===== src/include/ctm_params.svh =====
// Purpose: Constants for the instruction timing decoder
// Assumes: One clock, states counted in core clock cycles
// Notes:   Cost words pack binary bytes, states, source bytes, states
`ifndef CTM_PARAMS_SVH
`define CTM_PARAMS_SVH

`define CTM_PC_W        24
`define CTM_BW          3
`define CTM_SW          6
`define CTM_NW          2
`define CTM_CFG_SETTLE  2'h2
`define CTM_ONE_STATE   6'h01

// Penalty for a direct operand that hits a port or peripheral register
`define CTM_PEN_NONE    6'h00
`define CTM_PEN_PORT    6'h01
`define CTM_PEN_PERIPH  6'h02

// Extra states for a target that is odd or external
`define CTM_PEN_ODD     6'h01
`define CTM_PEN_EXT_PG  6'h02
`define CTM_PEN_EXT_JMP 6'h03
`define CTM_PEN_EXT_CAL 6'h02

// External memory extension addends
`define CTM_EXT_B_ADD   6'h02
`define CTM_EXT_W_ADD   6'h01
`define CTM_EXT_D_ADD   6'h02

// Program counter steps and fixed fields
`define CTM_PC_STEP_REL 24'h000002
`define CTM_PC_STEP_PG  24'h000002
`define CTM_PC_HI_IDX   8'hff
`define CTM_PG_BITS     11

// Costs: {bin bytes, bin states, src bytes, src states}
`define CTM_C_LOG_DIR   {3'h2, 6'h01, 3'h2, 6'h01}
`define CTM_C_LOG_IND   {3'h1, 6'h02, 3'h2, 6'h03}
`define CTM_C_LOG_DIMM  {3'h3, 6'h03, 3'h3, 6'h03}
`define CTM_C_LOG_WIMM  {3'h5, 6'h04, 3'h4, 6'h03}
`define CTM_C_ACC_UN    {3'h1, 6'h01, 3'h1, 6'h01}
`define CTM_C_REG_REG   {3'h3, 6'h02, 3'h2, 6'h01}
`define CTM_C_MOV_DD    {3'h3, 6'h03, 3'h3, 6'h03}
`define CTM_C_DATA_POINTER_REG_LD   {3'h3, 6'h02, 3'h3, 6'h02}
`define CTM_C_MOV_XB    {3'h5, 6'h03, 3'h4, 6'h02}
`define CTM_C_MOV_XW    {3'h5, 6'h04, 3'h4, 6'h03}
`define CTM_C_MOV_XD    {3'h5, 6'h06, 3'h4, 6'h05}
`define CTM_C_MOV_D8DW  {3'h4, 6'h06, 3'h3, 6'h05}
`define CTM_C_MOV_DISP  {3'h5, 6'h06, 3'h4, 6'h05}
`define CTM_C_JMP_IDX   {3'h1, 6'h05, 3'h1, 6'h05}
`define CTM_C_JMP_WIDE  {3'h3, 6'h05, 3'h3, 6'h05}
`define CTM_C_JMP_REL   {3'h2, 6'h04, 3'h2, 6'h04}
`define CTM_C_IDLE      {3'h1, 6'h01, 3'h1, 6'h01}
`define CTM_C_JMP_PAGE  {3'h2, 6'h03, 3'h2, 6'h03}
`define CTM_C_CALL_WI   {3'h3, 6'h0a, 3'h2, 6'h09}
`define CTM_C_CALL_FI   {3'h3, 6'h0e, 3'h2, 6'h0d}

`endif


===== src/include/ctm_pkg.sv =====
// Purpose: Types for the instruction timing decoder
// Assumes: ctm_params.svh supplies widths
// Notes:   Requests and answers travel as packed structs
`include "ctm_params.svh"

package ctm_pkg;

  typedef enum logic [4:0] {
    OP_LOG_DIR, OP_LOG_IND, OP_LOG_DIMM, OP_LOG_WIMM, OP_ACC_UNARY,
    OP_REG_REG, OP_MOV_DD, OP_DATA_POINTER_REG_LD, OP_MOV_XB, OP_MOV_XW, OP_MOV_XD,
    OP_MOV_D8DW, OP_MOV_DISP, OP_JMP_IDX, OP_JMP_WIDE, OP_JMP_REL,
    OP_IDLE, OP_JMP_PAGE, OP_CALL_WI, OP_CALL_FI
  } ctm_op_t;

  typedef enum logic [1:0] {DK_RAM, DK_PORT, DK_PERIPH} ctm_dkind_t;

  typedef enum logic [1:0] {SZ_NONE, SZ_BYTE, SZ_WORD, SZ_DWORD} ctm_size_t;

  typedef enum logic [1:0] {S_CFG, S_IDLE, S_EXEC} ctm_fsm_t;

  typedef struct packed {
    logic [`CTM_BW-1:0] bin_bytes;
    logic [`CTM_SW-1:0] bin_states;
    logic [`CTM_BW-1:0] src_bytes;
    logic [`CTM_SW-1:0] src_states;
  } ctm_cost_t;

  typedef struct packed {
    logic                 valid;
    ctm_op_t              op;
    ctm_dkind_t           dir_a;
    ctm_dkind_t           dir_b;
    logic                 ext_mem;
    logic [`CTM_NW-1:0]   wait_n;
    logic                 exec_internal;
    logic                 tgt_ext;
    logic [`CTM_PC_W-1:0] pc;
    logic [`CTM_PC_W-1:0] operand;
    logic [7:0]           rel;
    logic [7:0]           work_reg;
    logic [15:0]          data_pointer_reg;
  } ctm_req_t;

  typedef struct packed {
    logic                 valid;
    logic [`CTM_BW-1:0]   bytes;
    logic [`CTM_SW-1:0]   states;
    logic [`CTM_PC_W-1:0] next_pc;
  } ctm_rsp_t;

  typedef struct packed {
    logic                 sync1;
    logic                 sync2;
    logic [1:0]           cfg_cnt;
    logic                 src_mode;
    ctm_fsm_t             fsm;
    logic                 ready;
    logic [`CTM_SW-1:0]   cnt;
    ctm_rsp_t             rsp;
  } ctm_state_t;

endpackage : ctm_pkg


===== src/core/ctm_ext_wait.sv =====
// Purpose: Extra states for moves that reach external memory
// Assumes: Wait state count is stable while the request is offered
// Notes:   Pure combinational, no state
`include "ctm_params.svh"
`timescale 1ns/1ns

module ctm_ext_wait
  import ctm_pkg::*;
(
  // Access description
  input  wire ctm_size_t         size,
  input  wire logic              ext_en,
  input  wire logic [`CTM_NW-1:0] wait_n,
  // Result
  output logic [`CTM_SW-1:0]     extra
);

  logic [`CTM_SW-1:0] n6;

  assign n6 = {{(`CTM_SW-`CTM_NW){1'b0}}, wait_n};

  always_comb begin
    extra = `CTM_PEN_NONE;
    if (ext_en) begin
      case (size)
        SZ_BYTE:  extra = n6 + `CTM_EXT_B_ADD;
        SZ_WORD:  extra = (n6 + `CTM_EXT_W_ADD) << 1;
        SZ_DWORD: extra = (n6 + `CTM_EXT_D_ADD) << 2;
        default:  extra = `CTM_PEN_NONE;
      endcase
    end
  end

endmodule : ctm_ext_wait


===== src/core/ctm_timing_core.sv =====
// Purpose: Instruction length, state count and next program counter
// Assumes: Requests come from logic on clk; mode strap is a pin
// Notes:   One instruction at a time, answer after its state count
//
// Notes on behaviour
// - Logic with direct operand: 2 bytes, 1 state
// - Indirect byte to work register: 1/2, 2/3
// - Logic immediate to direct: 3 bytes, 3 states
// - Word register with 16-bit immediate: 5/4, 4/3
// - Work register unary ops: 1 byte, 1 state
// - Byte register pair: 3/2 binary, 2/1 source
// - Port operand adds 1, peripheral adds 2
// - Direct to direct move: penalty per operand
// - Direct to direct move: 3 bytes, 3 states
// - Data pointer load: 3 bytes, 2 states
// - External byte move adds N plus 2
// - External word move adds 2 times N+1
// - External dword move adds 4 times N+2
// - Direct to dword register: 4/6, 3/5
// - Displaced pointer byte load: 5/6, 4/5
// - Indexed jump: high byte ones, 1/5
// - Wide jump replaces low 16 bits, 3/5
// - Relative jump: pc+2+offset, 2 bytes, 4
// - Idle op: pc+1, 1 byte, 1 state
// - Odd internal target adds one state
// - External target: page jump and calls 2, other jumps 3
// - Indirect calls: wide 10/9, far 14/13
`include "ctm_params.svh"
`timescale 1ns/1ns

module ctm_timing_core
  import ctm_pkg::*;
(
  // Clock, reset, enable
  input  wire logic     clk,
  input  wire logic     reset,
  input  wire logic     ce,
  // Mode strap, high selects source mode
  input  wire logic     mode_pin,
  // Instruction request
  input  wire ctm_req_t req,
  output ctm_rsp_t      rsp,
  output logic          req_ready,
  // Selected opcode mode
  output logic          src_mode
);

  localparam ctm_state_t ST_RESET = '0;

  ctm_state_t st_reg;
  ctm_state_t st_next;

  ctm_cost_t             cost;
  ctm_size_t             acc_size;
  logic [`CTM_BW-1:0]    base_bytes;
  logic [`CTM_SW-1:0]    base_states;
  logic [`CTM_SW-1:0]    dir_states;
  logic [`CTM_SW-1:0]    ext_states;
  logic [`CTM_SW-1:0]    jump_states;
  logic [`CTM_SW-1:0]    total_states;
  logic [`CTM_PC_W-1:0]  pc_seq;
  logic [`CTM_PC_W-1:0]  pc_rel;
  logic [`CTM_PC_W-1:0]  target;
  logic                  ext_en;

  // Cost table lookup
  function automatic ctm_cost_t cost_of(input ctm_op_t op);
    case (op)
      OP_LOG_DIR:   cost_of = `CTM_C_LOG_DIR;
      OP_LOG_IND:   cost_of = `CTM_C_LOG_IND;
      OP_LOG_DIMM:  cost_of = `CTM_C_LOG_DIMM;
      OP_LOG_WIMM:  cost_of = `CTM_C_LOG_WIMM;
      OP_ACC_UNARY: cost_of = `CTM_C_ACC_UN;
      OP_REG_REG:   cost_of = `CTM_C_REG_REG;
      OP_MOV_DD:    cost_of = `CTM_C_MOV_DD;
      OP_DATA_POINTER_REG_LD:   cost_of = `CTM_C_DATA_POINTER_REG_LD;
      OP_MOV_XB:    cost_of = `CTM_C_MOV_XB;
      OP_MOV_XW:    cost_of = `CTM_C_MOV_XW;
      OP_MOV_XD:    cost_of = `CTM_C_MOV_XD;
      OP_MOV_D8DW:  cost_of = `CTM_C_MOV_D8DW;
      OP_MOV_DISP:  cost_of = `CTM_C_MOV_DISP;
      OP_JMP_IDX:   cost_of = `CTM_C_JMP_IDX;
      OP_JMP_WIDE:  cost_of = `CTM_C_JMP_WIDE;
      OP_JMP_REL:   cost_of = `CTM_C_JMP_REL;
      OP_IDLE:      cost_of = `CTM_C_IDLE;
      OP_JMP_PAGE:  cost_of = `CTM_C_JMP_PAGE;
      OP_CALL_WI:   cost_of = `CTM_C_CALL_WI;
      OP_CALL_FI:   cost_of = `CTM_C_CALL_FI;
      default:      cost_of = `CTM_C_IDLE;
    endcase
  endfunction : cost_of

  // Penalty of one direct operand
  function automatic logic [`CTM_SW-1:0] dir_pen(input ctm_dkind_t k);
    case (k)
      DK_PORT:   dir_pen = `CTM_PEN_PORT;
      DK_PERIPH: dir_pen = `CTM_PEN_PERIPH;
      default:   dir_pen = `CTM_PEN_NONE;
    endcase
  endfunction : dir_pen

  // Ops that change flow and pay target penalties
  function automatic logic is_branch(input ctm_op_t op);
    case (op)
      OP_JMP_IDX, OP_JMP_WIDE, OP_JMP_REL, OP_JMP_PAGE,
      OP_CALL_WI, OP_CALL_FI: is_branch = 1'b1;
      default:                is_branch = 1'b0;
    endcase
  endfunction : is_branch

  // Ops whose first operand is a short direct address
  function automatic logic has_dir(input ctm_op_t op);
    case (op)
      OP_LOG_DIR, OP_LOG_DIMM, OP_MOV_DD: has_dir = 1'b1;
      default:                            has_dir = 1'b0;
    endcase
  endfunction : has_dir

  // Width of a move that may reach external memory
  function automatic ctm_size_t size_of(input ctm_op_t op);
    case (op)
      OP_MOV_XB, OP_MOV_DISP: size_of = SZ_BYTE;
      OP_MOV_XW:              size_of = SZ_WORD;
      OP_MOV_XD:              size_of = SZ_DWORD;
      default:                size_of = SZ_NONE;
    endcase
  endfunction : size_of

  // Mode selected sizes
  always_comb begin
    cost = cost_of(req.op);
    if (st_reg.src_mode) begin
      base_bytes  = cost.src_bytes;
      base_states = cost.src_states;
    end else begin
      base_bytes  = cost.bin_bytes;
      base_states = cost.bin_states;
    end
  end

  // Direct operand penalties
  always_comb begin
    dir_states = `CTM_PEN_NONE;
    if (has_dir(req.op)) begin
      dir_states = dir_pen(req.dir_a);
    end
    if (req.op == OP_MOV_DD) begin
      dir_states = dir_states + dir_pen(req.dir_b);
    end
  end

  // External memory extension
  assign acc_size = size_of(req.op);
  assign ext_en   = req.ext_mem && (acc_size != SZ_NONE);

  ctm_ext_wait u_ext_wait (
    .size   (acc_size),
    .ext_en (ext_en),
    .wait_n (req.wait_n),
    .extra  (ext_states)
  );

  // Program counter after the instruction
  always_comb begin
    pc_seq = req.pc + {{(`CTM_PC_W-`CTM_BW){1'b0}}, base_bytes};
    pc_rel = req.pc + `CTM_PC_STEP_REL
             + {{(`CTM_PC_W-8){req.rel[7]}}, req.rel};
    case (req.op)
      OP_IDLE:     target = pc_seq;
      OP_JMP_REL:  target = pc_rel;
      OP_JMP_IDX:  target = {`CTM_PC_HI_IDX,
                             16'(req.data_pointer_reg + {8'h00, req.work_reg})};
      OP_JMP_WIDE: target = {pc_seq[`CTM_PC_W-1:16],
                             req.operand[15:0]};
      OP_CALL_WI:  target = {pc_seq[`CTM_PC_W-1:16],
                             req.operand[15:0]};
      OP_CALL_FI:  target = req.operand;
      OP_JMP_PAGE: begin
        target = req.pc + `CTM_PC_STEP_PG;
        target[`CTM_PG_BITS-1:0] = req.operand[`CTM_PG_BITS-1:0];
      end
      default:     target = pc_seq;
    endcase
  end

  // Target penalties for jumps and calls
  always_comb begin
    jump_states = `CTM_PEN_NONE;
    if (is_branch(req.op)) begin
      if (req.exec_internal && !req.tgt_ext && target[0]) begin
        jump_states = `CTM_PEN_ODD;
      end
      if (req.tgt_ext) begin
        case (req.op)
          OP_JMP_PAGE: jump_states = `CTM_PEN_EXT_PG;
          OP_CALL_WI,
          OP_CALL_FI:  jump_states = `CTM_PEN_EXT_CAL;
          default:     jump_states = `CTM_PEN_EXT_JMP;
        endcase
      end
    end
  end

  assign total_states = base_states + dir_states + ext_states + jump_states;

  // Sequencer
  always_comb begin
    st_next           = st_reg;
    st_next.sync1     = mode_pin;
    st_next.sync2     = st_reg.sync1;
    st_next.rsp.valid = 1'b0;
    case (st_reg.fsm)
      S_CFG: begin
        if (st_reg.cfg_cnt == `CTM_CFG_SETTLE) begin
          st_next.src_mode = st_reg.sync2;
          st_next.fsm      = S_IDLE;
          st_next.ready    = 1'b1;
        end else begin
          st_next.cfg_cnt = st_reg.cfg_cnt + 2'h1;
        end
      end
      S_IDLE: begin
        if (req.valid) begin
          st_next.fsm          = S_EXEC;
          st_next.ready        = 1'b0;
          st_next.cnt          = total_states;
          st_next.rsp.bytes    = base_bytes;
          st_next.rsp.states   = total_states;
          st_next.rsp.next_pc  = target;
        end
      end
      S_EXEC: begin
        if (st_reg.cnt == `CTM_ONE_STATE) begin
          st_next.fsm       = S_IDLE;
          st_next.ready     = 1'b1;
          st_next.rsp.valid = 1'b1;
        end else begin
          st_next.cnt = st_reg.cnt - `CTM_ONE_STATE;
        end
      end
      default: begin
        st_next = ST_RESET;
      end
    endcase
  end

  always_ff @(posedge clk) begin
    if (reset) begin
      st_reg <= ST_RESET;
    end else if (ce) begin
      st_reg <= st_next;
    end
  end

  // Outputs
  assign rsp       = st_reg.rsp;
  assign req_ready = st_reg.ready;
  assign src_mode  = st_reg.src_mode;

endmodule : ctm_timing_core


===== config.mk =====
export PLATFORM = sky130hd
export DESIGN_NAME = ctm_timing_core
export DESIGN_NICKNAME = d
export VERILOG_FILES = /design/src/include/ctm_pkg.sv /design/src/core/ctm_ext_wait.sv /design/src/core/ctm_timing_core.sv
export VERILOG_INCLUDE_DIRS = /design/src /design/src/include
export SDC_FILE = /design/constraint.sdc
export NUM_CORES = 1
export LEC_CHECK = 0
export BUFFER_PORTS_ARGS = -buffer_cell sky130_fd_sc_hd__buf_2
export CAP_MARGIN = 20
export CORE_UTILIZATION = 45
export DETAILED_ROUTE_END_ITERATION = 12
export PLACE_DENSITY = 0.65
export SLEW_MARGIN = 10
export SYNTH_ARGS = -nofsm -noshare
export SYNTH_HDL_FRONTEND = slang
export SYNTH_SLANG_ARGS = --single-unit

===== constraint.sdc =====
create_clock -name clk -period 8.8 [get_ports clk]
set_input_delay 1.76 -clock clk [delete_from_list [all_inputs] [get_ports clk]]
set_output_delay 1.76 -clock clk [all_outputs]
set_load 0.05 [all_outputs]

After elaboration in Yosys (flattened, before gate mapping)
Memories as Yosys holds them, arrays and structs flattened.
Index checks and enable logic that the tools add are counted.
- register bits after elaboration: 48
- input port bits: 99
- output and inout bits: 36
- logic and storage cells: 105
- memories: 1
- ROM bits: 448
- reductions and logical operators: 20
- eq/ne operators: 28
- bitwise logic cells: 3
- add/subtract/negate cells: 12
- muxes and demuxes: 30
- memories (memory ; depth ; width ; rd ports ; clocked after Yosys merged registers in ; write ports ; RTL line ; RTL):
    (no name shown) ; 32 ; 14 ; 1 ; 0 ; 0 ; ctm_timing_core.sv:68 ; case (op)
- operator list (kind ; count):
    one-hot mux 24 bit (5 select lines) ; 1
    one-hot mux 33 bit (2 select lines) ; 1
    2-to-1 mux 6 bit ; 7
    one-hot mux 6 bit (3 select lines) ; 2
    equality test 5 x 4 -> 1 bit (second input constant) ; 7
    2-to-1 mux 33 bit ; 1
    adder 24 x 2 -> 24 bit (second input constant) ; 1
    adder 24 bit ; 1
    adder 24 x 3 -> 24 bit ; 1
    adder 6 bit ; 4
    adder 16 x 8 -> 16 bit ; 1
    equality test 5 bit (second input constant) ; 3
    equality test 2 bit (second input constant) ; 6
    != test 2 bit (second input constant) ; 5
    2-to-1 mux 9 bit ; 1
    one-hot mux 3 bit (3 select lines) ; 1
    AND reduction 3 bit ; 3
    OR reduction 3 bit ; 3
    equality test 2 x 1 -> 1 bit (second input constant) ; 4
    one-hot mux 2 bit (2 select lines) ; 2
    AND reduction 4 bit ; 2
    OR reduction 2 bit ; 4
    equality test 6 x 1 -> 1 bit (second input constant) ; 1
    2-to-1 mux 1 bit ; 6
    other kinds (18) ; 25

Depth between registers and ports, before layout
Gate-level depths: netlist (run 1).
- depth after elaboration: 11
- mapped depth: 22
- mapped depth without buffers: 22

Modules after synthesis
A second synthesis (run 1) with hierarchy kept.
- cell total of the unflattened synthesis: 852
- area total of the unflattened synthesis: 6313.6 µm²
- by module, submodules not included (module ; sequential area each (µm²) ; cells each ; area each (µm²) ; instances):
    ctm_timing_core ; 940.9 ; 836 ; 6207.2 ; 1
    ctm_ext_wait ; 0.0 ; 16 ; 106.4 ; 1

Worst setup path before layout (run 1)
Ideal clock, no wire load.
- kind: input-to-reg
- start point: in req[89] (netlist name)
- end point: reg st_reg[39] (netlist name)
- buffers on the path: 1
- data required time: 8.735 ns
- library setup time: 0.065 ns
- data arrival time: 5.949 ns
- cell stages on the path: 20
- path slack: 2.786 ns
- path through: inv_1 -> ha_1 -> clkbuf_1 -> o21ai_0 -> or3b_2 -> fa_1 -> mux2i_1 -> fa_1 -> inv_1 -> fa_1 -> inv_1 -> ha_1 -> fa_1 -> a21o_1 -> a21oi_1 -> xnor2_1 -> nand2_1 -> a21oi_1 -> a21oi_1 -> nor2_1
- word-level cells in the longest chain between the ends: 11
- elaborated cells between the ends (all ways): 46
- classes of those cells: add/sub: 5; eq/ne: 15; mux: 16; reduce/logical: 9; memory: 1
- RTL lines (element ; RTL line ; RTL):
    start: declaration ; ctm_timing_core.sv:41 ; input wire ctm_req_t req,
    equality test 5 x 3 -> 1 bit (tied with other cells) ; ctm_timing_core.sv:113, ctm_timing_core.sv:147 ;
    OR reduction 3 bit / 2-to-1 mux 3 bit (equally long branches) ; ctm_timing_core.sv:113, ctm_timing_core.sv:132 ;
    2-to-1 mux 1 bit / adder 24 x 3 -> 24 bit (equally long branches) ; ctm_timing_core.sv:113, ctm_timing_core.sv:165 ;
    2-to-1 mux 2 bit / one-hot mux 24 bit (5 select lines) (equally long branches) ; ctm_timing_core.sv:144, ctm_timing_core.sv:168 ;
    adder 6 bit / logical AND 1 bit (equally long branches) ; ctm_timing_core.sv:148, ctm_timing_core.sv:190 ;
    2-to-1 mux 6 bit / 2-to-1 mux 1 bit (equally long branches) ; ctm_timing_core.sv:147, ctm_timing_core.sv:190 ;
    adder 6 bit / 2-to-1 mux 6 bit (equally long branches) ; ctm_timing_core.sv:204, ctm_timing_core.sv:193 ;
    adder 6 bit / 2-to-1 mux 6 bit (equally long branches) ; ctm_timing_core.sv:204, ctm_timing_core.sv:189 ;
    adder 6 bit * ; ctm_timing_core.sv:204 ; assign total_states = base_states + dir_states + ext_states + jump_states;
    2-to-1 mux 9 bit * ; ctm_timing_core.sv:223 ; if (req.valid) begin
    one-hot mux 6 bit (3 select lines) * ; ctm_timing_core.sv:212 ; case (st_reg.fsm)
    end signal: assignment ; ctm_timing_core.sv:251 ; st_reg <= st_next;
    end: declaration ; ctm_timing_core.sv:50 ; ctm_state_t st_reg;
Mark *: on every way between the ends. The rest lies on a longest branch, timed or not. The select of a mux whose other input is x is not followed.
A chain may end at the register's enable or synchronous reset.

Worst setup path after layout (run 1)
- start point: in req[90] (netlist name)
- end point: reg st_reg[39] (netlist name)
The elaborated chain is that of the path after synthesis.

==> results of run 1 <==
-- where the power goes --
group          total, W  leakage, nW  internal (W)  switching [W]
logic          0.000296         2.69      0.000112       0.000184
clock network  0.000240       0.0804      0.000136       0.000104
registers      0.000218        0.379      0.000216     0.00000228
total          0.000753         3.15      0.000463       0.000290
-- layer usage --
metal / global-route usage / wire length (um) / share of wire
met1: 0.394 / 9810 / 0.45
met2: 0.457 / 9580 / 0.44
met3: 0.0462 / 1760 / 0.081
met4: 0.0904 / 580 / 0.027
met5: 0 / 0 / 0
-- cells in the mapped netlist, drive strengths merged, types with 7 or more instances --
cell,n
a21o,14
a22oi,16
nand2,93
clkbuf,35
o21ai,51
and3,9
or2,7
ha,59
nand2b,7
a221oi,8
buf,44
inv,38
o211ai,14
xor2,37
xnor2,27
nand3,33
dfxtp,47
nand4,17
nor4,7
and2,12
a211oi,16
nor2b,10
nor2,86
a21oi,94
fa,9
a221o,7
nor3,34
-- cell families (layout without fill, tap and decap cells) --
family	after synthesis	after routing
and+or+nand+nor	342	342
muxes	8	8
adders and majority gates	68	68
buffers and inverters	117	186
AOI/OAI and AO/OA	286	286
xor gates and xnor gates	64	64
DFF	47	47
-- worst max-delay path, cell delays in order --
cell     delay (ns)
buf_2          0.14
inv_1          0.15
ha_1           0.41
nor2b_1        0.22
o21ai_0        0.12
or3b_2         0.50
fa_1           0.55
mux2i_1        0.09
fa_1           0.52
inv_1          0.06
fa_1           0.53
inv_1          0.04
ha_1           0.22
fa_1           0.40
a21o_1         0.19
a21oi_1        0.18
xnor2_1        0.17
nand2_1        0.08
a21oi_1        0.17
a21oi_1        0.06
nor2_1         0.07
-- path summary, 6_finish.rpt --
check           start    endpoint  slack (ns)  cells past startpoint
min           rsp[28]     rsp[28]        0.46                      2
min reg2reg   rsp[28]     rsp[28]        0.46                      2
max           req[90]  st_reg[39]        2.42                     21
max reg2reg  src_mode     rsp[12]        4.41                     12
-- cell type report --
type                       instances  share of cell area
multi-input combinational        768               0.700
sequential                        47               0.128
tap                              184              0.0314
inverter                          38              0.0194
clock buffer                       5              0.0170
timing repair buffer             140              0.0975
clock inverter                     3             0.00631
-- metrics by stage --
stage | worst slack (ns) | area, um^2
after global routing | 2.14 | 7340
after global placement | 2.27 | 7170
after floorplan | 2.79 | 6650
after detailed placement | 2.15 | 7170
after CTS | 2.46 | 7340
final | 2.42 | 7340
==> reports/metrics.yaml, run 1 <==
global_routing:
  grt_pass1_wl_um: 34000
  grt_pass1_vias: 6482
  antenna_found_initial: 0
  grt_usage: 0.287
  grt-ovfl-total: 0
  grt_start_max_net_pins: 44
clock_tree:
  clock_latency_ns: 0.31
  cts_buffers: 5
  cts_resized: 0
  cts_tree: "done"
  clkSinkCount: 47
  htreeDepth: 2
  root_buffer: "clkbuf_16"
  holdBufCountCts: 0
  clk_path_buf_depth: 2
  post_cts_buffers: 0
  path_clk_slew_ns: 0.09
logic_synthesis:
  synth_async_sr_flop_share: 0
  synth-adder-area-share: 0.138
  yosys-top-cells-area: "dfxtp_1 14%, ha_1 11%, a21oi_1 7.1%"
  synth-edff-count: 0
  syn_nets: 1099
  synth_cell_types: 80
  synth_cells: 932
  yosysTopAreaCell: "dfxtp_1"
  synthFlopType: "dfxtp_1"
  synth_xor_area_frac: 0.0843
  synth_top_area_share: 0.141
  synth_top_family_by_area: "compound AO/OA/AOI/OAI gates"
  synthMuxAreaShare: 0.0143
  synth_compound_area_frac: 0.283
  syn_area_um2: 6650
  seq_area_frac_synth: 0.141
  synth-simple-area-share: 0.252
  synth_seq_cells: 47
  syn_area_per_cell_um2: 7.14
  ys.warnings.count: 0
sta:
  finalSetupViolCount: 0
  rsz0062_at_grt: "false"
  timing.fmax_mhz: 157
  tightest_slew_ns: 0.943
  holdWs_ns: 0.459
  finalSetupTns_ns: 0
  finClkSkew_ns: 0.0167
  slew_violations: 0
  relSlewSlack: 0.366
  finalCriticalPeriod_ns: 6.38
  hold_viol: 0
  fin_crit_sh: 0.725
critical_path:
  worstPathRequired_ns: 9.03
  crit_path_end_kind: "flip-flop"
  crit_fanout: 12
  start_kind: "primary input"
  path_class: "in2reg"
  arrival_ns: 6.61
power_and_ir_drop:
  vdd_drop_max_v: 0.0000678
  power.leakage_nw: 3.15
  fin_total_pwr_w: 0.000753
  cellPowerDensity_nw_per_um2: 103
finish:
  fin_util: 0.507
  final-seq-area_um2: 941
  final_nets: 1167
  syn_to_final_growth_pct: 10.4
  largest_reg_flops: 34
  drive_gt1_frac: 0.170
  diodes: 0
  layout_common_cells: "134 x buf_2, 94 x a21oi_1, 92 x nand2_1"
  fill_cells: 1491
  final_common_cell: "buf_2"
  multiInputGateArea_um2: 5140
  fin_cells: 1185
job:
  max_cap_viol_count: 0
placement:
  place_congestion: 0.953
  dp.cells: 1177
  io_buffer_count: 134
  place.detailed.hpwl_um: 16800
drt:
  drt-initial-drc-count: 805
  ant_nets: 0
  vias: 7282
  drt_wl_total_um: 21700
  wl_per_cell_um: 18.3
  avgViaCountPerCell: 6.15
  first_pass_iters: 5
  drc: 0
floorplanning:
  io_pins: 135
  fp.dieH_um: 124
  start_util: 0.459
  die_w_um: 124
  core_region_area_um2: 14500
  dieArea_um2: 15300
  placementRows: 44
hold_path:
  hold_path_class: "reg2reg"
run_status:
  status: "finished, final reports clean"
Note: power is estimated with default switching activity, not from simulation.
==> run 2, diff against run 1 <==
PLACE_DENSITY = 0.68   (was 0.65)
clock period = 5.2 ns   (was 8.8 ns; I/O delays follow)
==> run 2 against run 1 <==
Final area is 3.1% higher. Die area unchanged. Clock skew shrank 0.0014 ns. Cell count increased by 1.9%. Critical path depth unchanged. Critical path type unchanged. Routed wire length increased by 0.90%. Sequential power is 69% higher. Combinational power is 75% higher. Sequential share of layout area down 0.38 points. Setup slack worse by 2.2 ns. Non-clock buffer count rose by 21.
==> reports/metrics.yaml, run 2 (same netlist as run 1, synthesis figures left out) <==
run_status:
  status: "finished, final reports clean"
clock_tree:
  cts_tree: "done"
  post_cts_buffers: 0
  htreeDepth: 2
  root_buffer: "clkbuf_16"
  clk_path_buf_depth: 2
  clock_latency_ns: 0.30
  path_clk_slew_ns: 0.07
  clkSinkCount: 47
  cts_buffers: 5
  holdBufCountCts: 0
floorplanning:
  placementRows: 44
  io_pins: 135
  die_w_um: 124
  fp.dieH_um: 124
  start_util: 0.459
  core_region_area_um2: 14500
  dieArea_um2: 15300
sta:
  timing.fmax_mhz: 202
  finalCriticalPeriod_ns: 4.95
  tightest_slew_ns: 1.04
  relSlewSlack: 0.307
  fin_crit_sh: 0.951
  hold_viol: 0
  finClkSkew_ns: 0.0152
  finalSetupViolCount: 0
  slew_violations: 0
power_and_ir_drop:
  vdd_drop_max_v: 0.000139
  cellPowerDensity_nw_per_um2: 176
  fin_total_pwr_w: 0.00133
  power.leakage_nw: 3.26
global_routing:
  antenna_found_initial: 1
  grt-ovfl-total: 0
  grt_pass1_vias: 6680
  grt_usage: 0.289
  grt_start_max_net_pins: 26
  grt_pass1_wl_um: 34200
drt:
  drt_wl_total_um: 21900
  ant_nets: 0
  drt-initial-drc-count: 774
  first_pass_iters: 8
  drc: 0
  vias: 7389
  avgViaCountPerCell: 6.12
  wl_per_cell_um: 18.2
placement:
  io_buffer_count: 134
  place.detailed.hpwl_um: 17200
  place_congestion: 0.943
critical_path:
  crit_buf_inv: 4
  critical-path-top-delay-family: "adder cells"
  start_kind: "primary input"
  arrival_ns: 5.18
  path_cells: "buf_2 > inv_1 > ha_2 > nor2b_4 > o21ai_2 > or3b_4 > fa_1 > mux2i_2 > fa_1 > inv_1 > fa_1 > inv_1 > ha_2 > fa_2 > a21o_1 > a21oi_2 > xnor2_1 > nand2_1 > a21oi_2 > a21oi_1 > nor2_1"
  worstPathRequired_ns: 5.44
  crit_path_end_kind: "flip-flop"
  slowest_stage: "fa_1"
  cp_slowest_stage_delay_ns: 0.56
  path_class: "in2reg"
  crit_fanout: 2
finish:
  layout_common_cells: "134 x buf_2, 92 x nand2_1, 92 x a21oi_1"
  drive_gt1_frac: 0.197
  largest_reg_flops: 34
  syn_to_final_growth_pct: 13.8
  final_nets: 1188
  fin_util: 0.523
  final_common_cell: "buf_2"
job:
  max_cap_viol_count: 0
hold_path:
  hold_path_class: "reg2reg"
run 2: metal layers:
layer | part of all wire | global-route usage | wire length [um]
met1 | 0.44 | 0.393 | 9690
met2 | 0.44 | 0.460 | 9620
met3 | 0.088 | 0.0490 | 1930
met4 | 0.031 | 0.102 | 685
met5 | 0.00073 | 0 | 16
run 2: worst paths after layout:
path / cells after the start / endpoint / slack [ns] / startpoint
worst min register to register: 2 / rsp[29] / 0.46 / rsp[29]
worst min-delay path: 2 / rsp[29] / 0.46 / rsp[29]
worst max-delay path: 21 / st_reg[39] / 0.25 / req[89]
worst max register to register: 14 / rsp[18] / 1.18 / src_mode
run 2: worst register-to-register path, stage by stage, from the launching register on:
cell and delay, ns:
dfxtp_1 0.46, a221oi_1 0.42, a21oi_1 0.11, nor3_1 0.31, buf_4 0.18, ha_1 0.20
inv_1 0.07, fa_1 0.37, nand2b_1 0.21, a2111o_1 0.45, or3_1 0.33, a31oi_1 0.17
o21a_2 0.14, or4b_1 0.43, nand3_1 0.10
run 2: area by class of cell:
class	instances	area [um^2]
inverter	38	143
timing repair buffer	161	873
sequential	47	941
clock buffer	5	125
fill	1477	6910
multi-input combinational	768	5180
tap	184	230
antenna	1	2.50
clock inverter	3	71.3
run 2: through the flow:
| step | setup WS, ns | setup TNS, ns | area [um^2] | instances | hold slack (ns) |
|---|---|---|---|---|---|
| floorplan | 0.00321 | 0 | 6650 | 932 | 0.426 |
| global placement | -0.223 | -0.518 | 7330 | 1198 | 0.442 |
| detailed placement | -0.342 | -0.964 | 7330 | 1198 | 0.448 |
| CTS | 0.0137 | 0 | 7530 | 1206 | 0.460 |
| global route | -0.0140 | -0.0140 | 7560 | 1206 | 0.487 |
| finish | 0.254 | 0 | 7570 | 1207 | 0.457 |
run 2: timing repair:
action | 4_1_cts | 5_1_grt
resized for setup | 3 | 10
endpoints found under the setup margin | 1 | 4
pin swaps | 0 | 5
hold endpoints to repair | 0 | 0
run 2: report_power, final:
part / internal (W) / switching [W]
Clock: 0.000280 / 0.000168
Sequential: 0.000365 / 0.00000407
Combinational: 0.000200 / 0.000318
